File: config.mk
export PLATFORM = sky130hd
export DESIGN_NAME = afu_flag_update
export DESIGN_NICKNAME = d
export VERILOG_FILES = /design/src/design/afu_pkg.sv /design/src/design/afu_flag_update.sv
export SDC_FILE = /design/constraint.sdc
export NUM_CORES = 1
export LEC_CHECK = 0
export BUFFER_PORTS_ARGS = -buffer_cell sky130_fd_sc_hd__buf_2
export CORE_AREA = 4 4 166 168
export DETAILED_ROUTE_END_ITERATION = 12
export DIE_AREA = 0 0 170 172
export GPL_TIMING_DRIVEN = 0
export PLACE_DENSITY = 0.81
export REMOVE_ABC_BUFFERS = 1
export SYNTH_ARGS = -nofsm -noshare
export SYNTH_HDL_FRONTEND = slang
export SYNTH_SLANG_ARGS = --single-unit
export TNS_END_PERCENT = 50
File: constraint.sdc
create_clock -name core_clk -period 3.6 [get_ports core_clk]
set_input_delay 0.36 -clock core_clk [delete_from_list [all_inputs] [get_ports core_clk]]
set_output_delay 0.36 -clock core_clk [all_outputs]
set_load 0.02 [all_outputs]
File: src/design/afu_pkg.sv
// package for the descriptor flag update block
package afu_pkg;
  localparam int DESC_W = 64;
  localparam int AF_BIT = 10;
  localparam int AP2_BIT = 7;
  localparam int S2AP1_BIT = 7;
  localparam int DBM_BIT = 51;
  localparam logic [1:0] CAP_NONE = 2'h0;
  localparam logic [1:0] CAP_AF = 2'h1;
  localparam logic [1:0] CAP_AF_DIRTY = 2'h2;
  localparam logic [1:0] FLT_NONE = 2'h0;
  localparam logic [1:0] FLT_ACCESS = 2'h1;
  localparam logic [1:0] FLT_PERM = 2'h2;
  localparam logic [1:0] FLT_RETRY = 2'h3;

  typedef struct packed {
    logic [DESC_W-1:0] desc;
    logic [47:0] addr;
    logic stage2;
    logic isWrite;
    logic accessFaultDisable;
    logic hwAccessedUpdateEnable;
    logic hwDirtyUpdateEnable;
  } afu_req_t;

  typedef struct packed {
    logic [1:0] fault;
    logic cacheable;
    logic [DESC_W-1:0] desc;
  } afu_rsp_t;

  typedef enum logic [3:0] {
    ST_IDLE = 4'h1,
    ST_EVAL = 4'h2,
    ST_SWAP = 4'h4,
    ST_DONE = 4'h8
  } afu_state_t;
endpackage

File: src/design/afu_flag_update.sv
// accessed and dirty flag maintenance for descriptors seen by the table walker
`timescale 1ns/1ps
// Functional notes
// - capability output reports none, accessed only, or accessed plus dirty updates.
// - updates happen only when the stage's own enable bits allow them.
// - without update, clear accessed flag and fault-disable clear gives access fault.
// - descriptors with accessed flag clear are marked cacheable only when fault-disable is set.
// - access fault is checked before permission fault.
// - fault-disable set treats a clear accessed flag as set.
// - with update enabled, clear accessed flag is atomically set in memory.
// - hardware only sets the accessed flag, never clears it.
// - on permission fault the accessed flag is left untouched here.
// - every dirty update writes the accessed flag set as well.
// - clean-writable write becomes dirty; non-writable write faults; dirty write unchanged.
// - dirty modifier flag gates write promotion and is never changed.
// - dirty update clears stage 1 write-protect or sets stage 2 write bit.
module afu_flag_update (
  input wire logic core_clk,
  input wire logic resetn,
  input wire logic [1:0] capSelect,
  output logic [1:0] flagUpdateCapabilityField,
  input wire logic reqValid,
  output logic reqReady,
  input wire afu_pkg::afu_req_t req,
  output logic casValid,
  output logic [47:0] casAddr,
  output logic [afu_pkg::DESC_W-1:0] casCompare,
  output logic [afu_pkg::DESC_W-1:0] casSwap,
  input wire logic casDone,
  input wire logic casSuccess,
  input wire logic [afu_pkg::DESC_W-1:0] casOld,
  output logic rspValid,
  output afu_pkg::afu_rsp_t rsp
);
  import afu_pkg::*;

  afu_state_t state_r;
  afu_req_t cur_r;
  logic [1:0] cap_r;
  logic [DESC_W-1:0] newDesc;
  logic needUpdate;
  logic [1:0] evalFault;
  logic afClear, writable, dirtyOk, accOk;

  always_ff @(posedge core_clk or negedge resetn) begin
    if (!resetn) begin
      cap_r <= CAP_NONE;
    end else begin
      cap_r <= (capSelect > CAP_AF_DIRTY) ? CAP_AF_DIRTY : capSelect;
    end
  end
  assign flagUpdateCapabilityField = cap_r;

  always_comb begin
    accOk = (cap_r != CAP_NONE) && cur_r.hwAccessedUpdateEnable;
    dirtyOk = (cap_r == CAP_AF_DIRTY) && cur_r.hwDirtyUpdateEnable;
    afClear = !cur_r.desc[AF_BIT] && !cur_r.accessFaultDisable;
    writable = cur_r.stage2 ? cur_r.desc[S2AP1_BIT] : !cur_r.desc[AP2_BIT];
    newDesc = cur_r.desc;
    needUpdate = 1'b0;
    evalFault = FLT_NONE;
    if (afClear && !accOk) begin
      evalFault = FLT_ACCESS;
    end else begin
      if (afClear) begin
        newDesc[AF_BIT] = 1'b1;
        needUpdate = 1'b1;
      end
      if (cur_r.isWrite && !writable) begin
        if (cur_r.desc[DBM_BIT] && dirtyOk) begin
          if (cur_r.stage2) begin
            newDesc[S2AP1_BIT] = 1'b1;
          end else begin
            newDesc[AP2_BIT] = 1'b0;
          end
          if (!cur_r.desc[AF_BIT]) begin
            newDesc[AF_BIT] = 1'b1;
          end
          needUpdate = 1'b1;
        end else begin
          evalFault = FLT_PERM;
          needUpdate = 1'b0;
          newDesc = cur_r.desc;
        end
      end
    end
  end

  always_ff @(posedge core_clk or negedge resetn) begin
    if (!resetn) begin
      state_r <= ST_IDLE;
    end else begin
      case (state_r)
        ST_IDLE: begin
          if (reqValid) begin
            state_r <= ST_EVAL;
          end
        end
        ST_EVAL: begin
          state_r <= needUpdate ? ST_SWAP : ST_DONE;
        end
        ST_SWAP: begin
          if (casDone) begin
            // re-evaluate the stored value; a swapped descriptor needs no more update
            state_r <= ST_EVAL;
          end
        end
        ST_DONE: begin
          state_r <= ST_IDLE;
        end
        default: begin
          state_r <= ST_IDLE;
        end
      endcase
    end
  end

  always_ff @(posedge core_clk or negedge resetn) begin
    if (!resetn) begin
      cur_r <= '0;
    end else if (state_r == ST_IDLE && reqValid) begin
      cur_r <= req;
    end else if (state_r == ST_SWAP && casDone) begin
      cur_r.desc <= casSuccess ? casSwap : casOld;
    end
  end

  always_ff @(posedge core_clk or negedge resetn) begin
    if (!resetn) begin
      reqReady <= 1'b0;
    end else begin
      reqReady <= (state_r == ST_IDLE) && !reqValid;
    end
  end

  always_ff @(posedge core_clk or negedge resetn) begin
    if (!resetn) begin
      casValid <= 1'b0;
      casAddr <= '0;
      casCompare <= '0;
      casSwap <= '0;
    end else begin
      if (state_r == ST_EVAL && needUpdate) begin
        casValid <= 1'b1;
        casAddr <= cur_r.addr;
        casCompare <= cur_r.desc;
        casSwap <= newDesc;
      end else if (casDone) begin
        casValid <= 1'b0;
      end
    end
  end

  always_ff @(posedge core_clk or negedge resetn) begin
    if (!resetn) begin
      rspValid <= 1'b0;
      rsp <= '0;
    end else begin
      rspValid <= 1'b0;
      if (state_r == ST_EVAL && !needUpdate) begin
        rspValid <= 1'b1;
        rsp.fault <= evalFault;
        rsp.desc <= cur_r.desc;
        rsp.cacheable <= (evalFault == FLT_NONE) &&
          (cur_r.desc[AF_BIT] || cur_r.accessFaultDisable);
      end
    end
  end
endmodule // afu_flag_update

* After elaboration in Yosys (flattened, before gate mapping) *
Cells that the tools add are included.

word-level totals
  register bits after elaboration = 369

operators by class
  $lt $le $gt $ge = 1
  equality and inequality tests = 6
  muxes and demuxes = 26
  reductions and logical operators = 25

operators by type and width
  kind                  count
  $mux W64              3
  $mux W11              2
  $mux W1               13
  $logic_and A1 B1 Y1   12
  $mux W4               3
  $pmux W4 S3           1
  $mux W2               4
  $logic_not A1 Y1      7
  $reduce_bool A2 Y1    3
  $eq A4 B1 Y1 const B  1
  $eq A4 B2 Y1 const B  1
  $eq A4 B3 Y1 const B  1
  $ne A2 B2 Y1 const B  2
  $eq A2 B2 Y1 const B  1
  $gt A2 B2 Y1 const B  1
  $logic_not A2 Y1      1
  $reduce_and A2 Y1     1
  $logic_or A1 B1 Y1    1

* Longest topological paths before layout *
  depth in word-level cells = 9
  mapped depth = 7
  gate-level depth less buffers = 4

* Worst setup path after synthesis *
Ideal clock, no wire load.

  path kind = flip-flop to flip-flop
  start point = register cap_r[0] (netlist: flagUpdateCapabilityField[0])
  end point = register rsp[26] (netlist bit)
  library setup time = 125 ps
  arrival = 1,878 ps
  required time = 3,475 ps
  path slack = 1,597 ps
  cell stages (with the launch flop) = 7
  path buffers = 2
  period minus slack after synthesis = 2,003 ps
  path through = dfrtp_1 -> nand4b_1 -> and4_1 -> nor3_1 -> buf_6 -> buf_6 -> mux2_4

between the ends
  word-level cells in the longest chain between the ends = 8
  elaborated cells on any way between the ends = 12

ends and longest elaborated chain
  element                  line                    text
  from (decl)              afu_flag_update.sv:39   logic [1:0] cap_r;
  from (signal assigned)   afu_flag_update.sv:49   cap_r <= (capSelect > CAP_AF_DIRTY) ? CAP_AF_DIRTY : capSelect;
  $eq A2 B2 Y1             afu_flag_update.sv:56   dirtyOk = (cap_r == CAP_AF_DIRTY) && cur_r.hwDirtyUpdateEnable;
  $logic_and A1 B1 Y1      afu_flag_update.sv:56
  $logic_and A1 B1 Y1      afu_flag_update.sv:70   if (cur_r.desc[DBM_BIT] && dirtyOk) begin
  $mux W1                  afu_flag_update.sv:70
  $mux W1                  afu_flag_update.sv:69   if (cur_r.isWrite && !writable) begin
  $mux W1 (*)              afu_flag_update.sv:62   if (afClear && !accOk) begin
  $logic_not A1 Y1 (*)     afu_flag_update.sv:160  if (state_r == ST_EVAL && !needUpdate) begin
  $logic_and A1 B1 Y1 (*)  afu_flag_update.sv:160
  to (decl)                afu_flag_update.sv:33   output afu_pkg::afu_rsp_t rsp

Mark *: on every way between the ends. The rest lies on a longest branch, timed or not.
A chain may end at the register's enable or synchronous reset.

* Worst setup path in the final report *
  start point = register cap_r[0] (netlist: flagUpdateCapabilityField[0])
  end point = register rsp[22] (netlist bit)

The elaborated chain is that of the path after synthesis.

==> metrics list <==
- Based on the critical path, the design can be clocked at up to approximately 0.34 GHz.
- The number of different library cells used by synthesis comes to 40.
* CTS Buf Count: 35
- Ranked by total cell area, the synthesized netlist is headed by dfrtp_1, mux2_2, nand2_1, mux2_4, buf_4.
- Total Negative Setup Slacks: 0 ps
* Remaining global-route overflow: 0
- Vias per cell: around 5.4
- During synthesis, Yosys emitted a total of 0 warnings.
* Post-layout power: 15.6 mW
- Outcome: finished clean
- In this run the worst path has a maximum fanout of 9.
- For this block, the routed nets add up to roughly 36 mm of wire.
- The largest individual stage delay along the critical path comes from the cell nor3_2.
- In this run switching power makes up about two fifths of total power.
* Pint: around 9.5 mW
* Iteration count of the initial detailed-routing pass: 5
- Xor-xnor portion of the synthesized cell area: less than 1%
- Peak per-stage delay on the critical path: about 830 ps
* Synthesized-area fraction occupied by adder cells: 0%
- In this run, the clock network consumes about 22% of the power.
- The synthesized netlist occupies a cell area of 13400 um^2.
* Num rows: 59
- The tree is rooted in a clkbuf_16.
* Share of cells above drive strength 1: 45.4%
- Biggest area consumer among synthesized cells: dfrtp_1
- Leaving out fill and tap cells, the most frequent cell in the layout is buf_2.
- Synthesis produced a netlist whose cell count is 1136.
* Crit path required time: ~4000 ps
- Relative to the synthesized area, the layout overhead comes to 25.6%.
* Half-perimeter wire length of the detailed placement result: between 20 and 25 mm
- Most prevalent standard cell on the critical path: buf_6
- Clock Latency Late Sink: slightly below 500 ps
- Static Leakage: around 9.0 nW
- Highest ir drop seen on vdd: 0.649 mV
* H-tree lvl count: 2
- For this design the ratio of total power to cell area is a little over 900 nW/um^2.
- After synthesis, the share of cell area in mux cells is around 16%.
- Sequential area share after synthesis: around 57%
- Average wire length per cell after detail routing: 19.1 um
* Least-Margin Pin Slew: about 1000 ps
- The worst path in the final design needs a cycle of 2940 ps, including I/O delays and setup.
* Max Buffers Root-to-Sink: 3
- Routed via count: 10.0k
- Measured along the y axis, the die boundary spans 172 um.
- TritonCTS clock tree: done
- The die covers slightly below 30000 um^2.
* Placeable Area: 25900 um^2
- Counting the fill cells in the layout gives between 1.5k and 2k.
- STA classifies the critical path endpoint as a flip-flop.
* Via count of the first global-routing pass: 10.1k
- In this run the count of I/O pins placed on the die edge is between 400 and 500.
* Number of synthesized register bits: roughly 310
* Clock Pin Slew Worst Setup and Hold Paths: 60 ps
- The multi-input combinational cells in the finished layout cover a total of roughly 5000 um^2.
* Register-to-register setup slack: approximately 660 ps
* Reg area: ~7700 um^2
- Combinational cells account for about 41% of the total power.
* Switching power of the nets: 6.08 mW
- Die width: about 170 um
* Setup repair after global routing missed its margin: false
* Post-CTS sizing: 0
- Number of endpoints with negative hold slack in the final report: 0
- The final number of max-transition violations was 0.
- Summing the areas of all and, or, nand and nor instances in the mapped netlist gives 11.9% of the synthesized area.
- Effective utilization at floorplan: 51.6%
* Average cell area after synthesis: between 10 and 15 um^2
- The min-delay analysis places its worst path in the category in2reg.
* Post-synthesis compound-gate area fraction: approximately 8%
* Post-DRT Antenna Nets: 0
* Post-Route Skew: 11.8 ps
- Commonest cells after routing, fill and taps aside: buf_2, dfrtp_1, nand2_1, mux2_2, nor2_1
- Start-to-end type of the worst setup path: reg2reg
- Dividing the final minimum period by the clock period gives 81.6%.
- Largest net degree at the start of global routing: roughly 110
* Nets@finish: about 1.7k
* Kind of start point of the critical path: flip-flop
- Max-slew headroom at the worst pin: approximately a third
* Fraction of synthesized cell area taken by the top area cell type: a little under three fifths
* Overall routing resource usage: a little under a quarter
- Main combinational cell family by area after synthesis: multiplexers
* Sequential power share: 37.8%
* Post-route DRC violation count: 0
* Final GP Congestion: between 0.8 and 0.9
- Number of DRC violations after detailed-routing iteration 0: 523
- The number of antenna violations at the first check in global routing is 4.
- The tool flagged a number of max-cap violations equal to 0.
* Crit path cell chain: nand4b_1 > and4_1 > nor3_2 > buf_6 > buf_6 > buf_4 > mux2_2
* Number of clock sinks: about 310
- STA puts the critical path data arrival time at 3310 ps.
- Number of setup violations in the final report: 0
* Wire length of the first global-routing pass: 55.1 mm
- Input and output buffers added on the ports amount to about 440.
## critical path, delay by kind of cell, from the launching register on
family                 cells  cell delay (ps)
DFF                        1              400
muxes                      1              350
buffers and inverters      3              640
and+or+nand+nor            3             1420
## final cells by class
class | instances | share of cell area, %
repair buffers | 461 | 15.8
flip-flops and latches | 307 | 45.8
clock inverters | 10 | 0.321
well taps | 335 | 2.50
multi-input cells | 690 | 29.1
inverters | 5 | 0.112
diodes | 4 | 0.0597
clock buffers | 49 | 6.26
## final timing paths
check                                             start              to  cells after the start
hold / removal                                   req[6]        cur_r[6]                      3
setup / recovery           flagUpdateCapabilityField[0]         rsp[22]                      7
setup reg to reg           flagUpdateCapabilityField[0]         rsp[22]                      7
max in group asynchronous                        resetn  casCompare[17]                      3
min in group asynchronous                        resetn      casAddr[7]                      2
hold reg to reg                               cur_r[16]       cur_r[16]                      2
## power groups by stage
stage,registers (mW),logic [mW],clock network [mW]
floorplan,6.97,2.95,0
global placement,5.81,5.88,0
detailed placement,5.94,6.36,0
CTS,5.90,6.41,3.45
global route,6.08,6.84,3.61
finish,5.90,6.33,3.38
## metal layers
layer / track usage (%) / part of all wire [%] / vias to the layer above
li1: - / - / 4568
met1: 29.2 / 38 / 4952
met2: 40.1 / 51 / 423
met3: 6.33 / 8.6 / 63
met4: 7.22 / 2.6 / 2
met5: 0 / 0.037 / -
## synth_stat cells (all sizes together)
master     n
nor2b     60
xnor2      1
a22o       3
o31ai     58
a211oi    59
and4b      1
nor4b      1
nand3b     3
mux2i      6
a221o      6
nand2    220
nand3      1
dfrtp    306
dfstp      1
a21o       2
a21oi      1
nand4b     2
and4       1
xor2       1
or2        1
a211o      1
mux2     177
nor4bb     1
o2bb2ai    1
buf       91
inv        5
nor3       4
nand2b     1
o211ai     1
nor2      68
o21ai      7
or4b       1
and3       1
clkbuf    43
## timing repair
| action | 4_1_cts | 5_1_grt |
|---|---|---|
| buffers inserted | 0 | 0 |
| hold buffers | 2 | 0 |
| endpoints found under the hold margin | 110 | 0 |
## cells by family (layout without fill, tap and decap cells)
family | Yosys count | after routing
AND/OR/NAND/NOR | 366 | 366
flip-flops | 307 | 307
multiplexers | 183 | 183
AO/OA/AOI/OAI | 139 | 139
buffers and inverters | 139 | 525
XOR/XNOR | 2 | 2
other | 0 | 4
## sequential cells by signal, summed over array words and instances (netlist names)
register                   cells
cur_r                        117
rsp                           67
casCompare                    64
casAddr                       48
state_r                        4
casSwap                        2
flagUpdateCapabilityField      2
casValid                       1
reqReady                       1
rspValid                       1
## metrics by stage
stage          hold slack [ps]  utilization [%]  area [um^2]  worst slack [ps]  std cells
2_1_floorplan             64.4                -        12600             -4160       1002
3_3_place_gp               450             58.5        15200             -7920       1772
3_5_place_dp               458             60.4        15600               667       1796
4_1_cts                   28.2             64.7        16800               641       1857
5_1_grt                   30.3             64.7        16800               513       1860
6_report                  52.5             64.8        16800               661       1861
No activity file was read; power rests on OpenSTA's default activity.
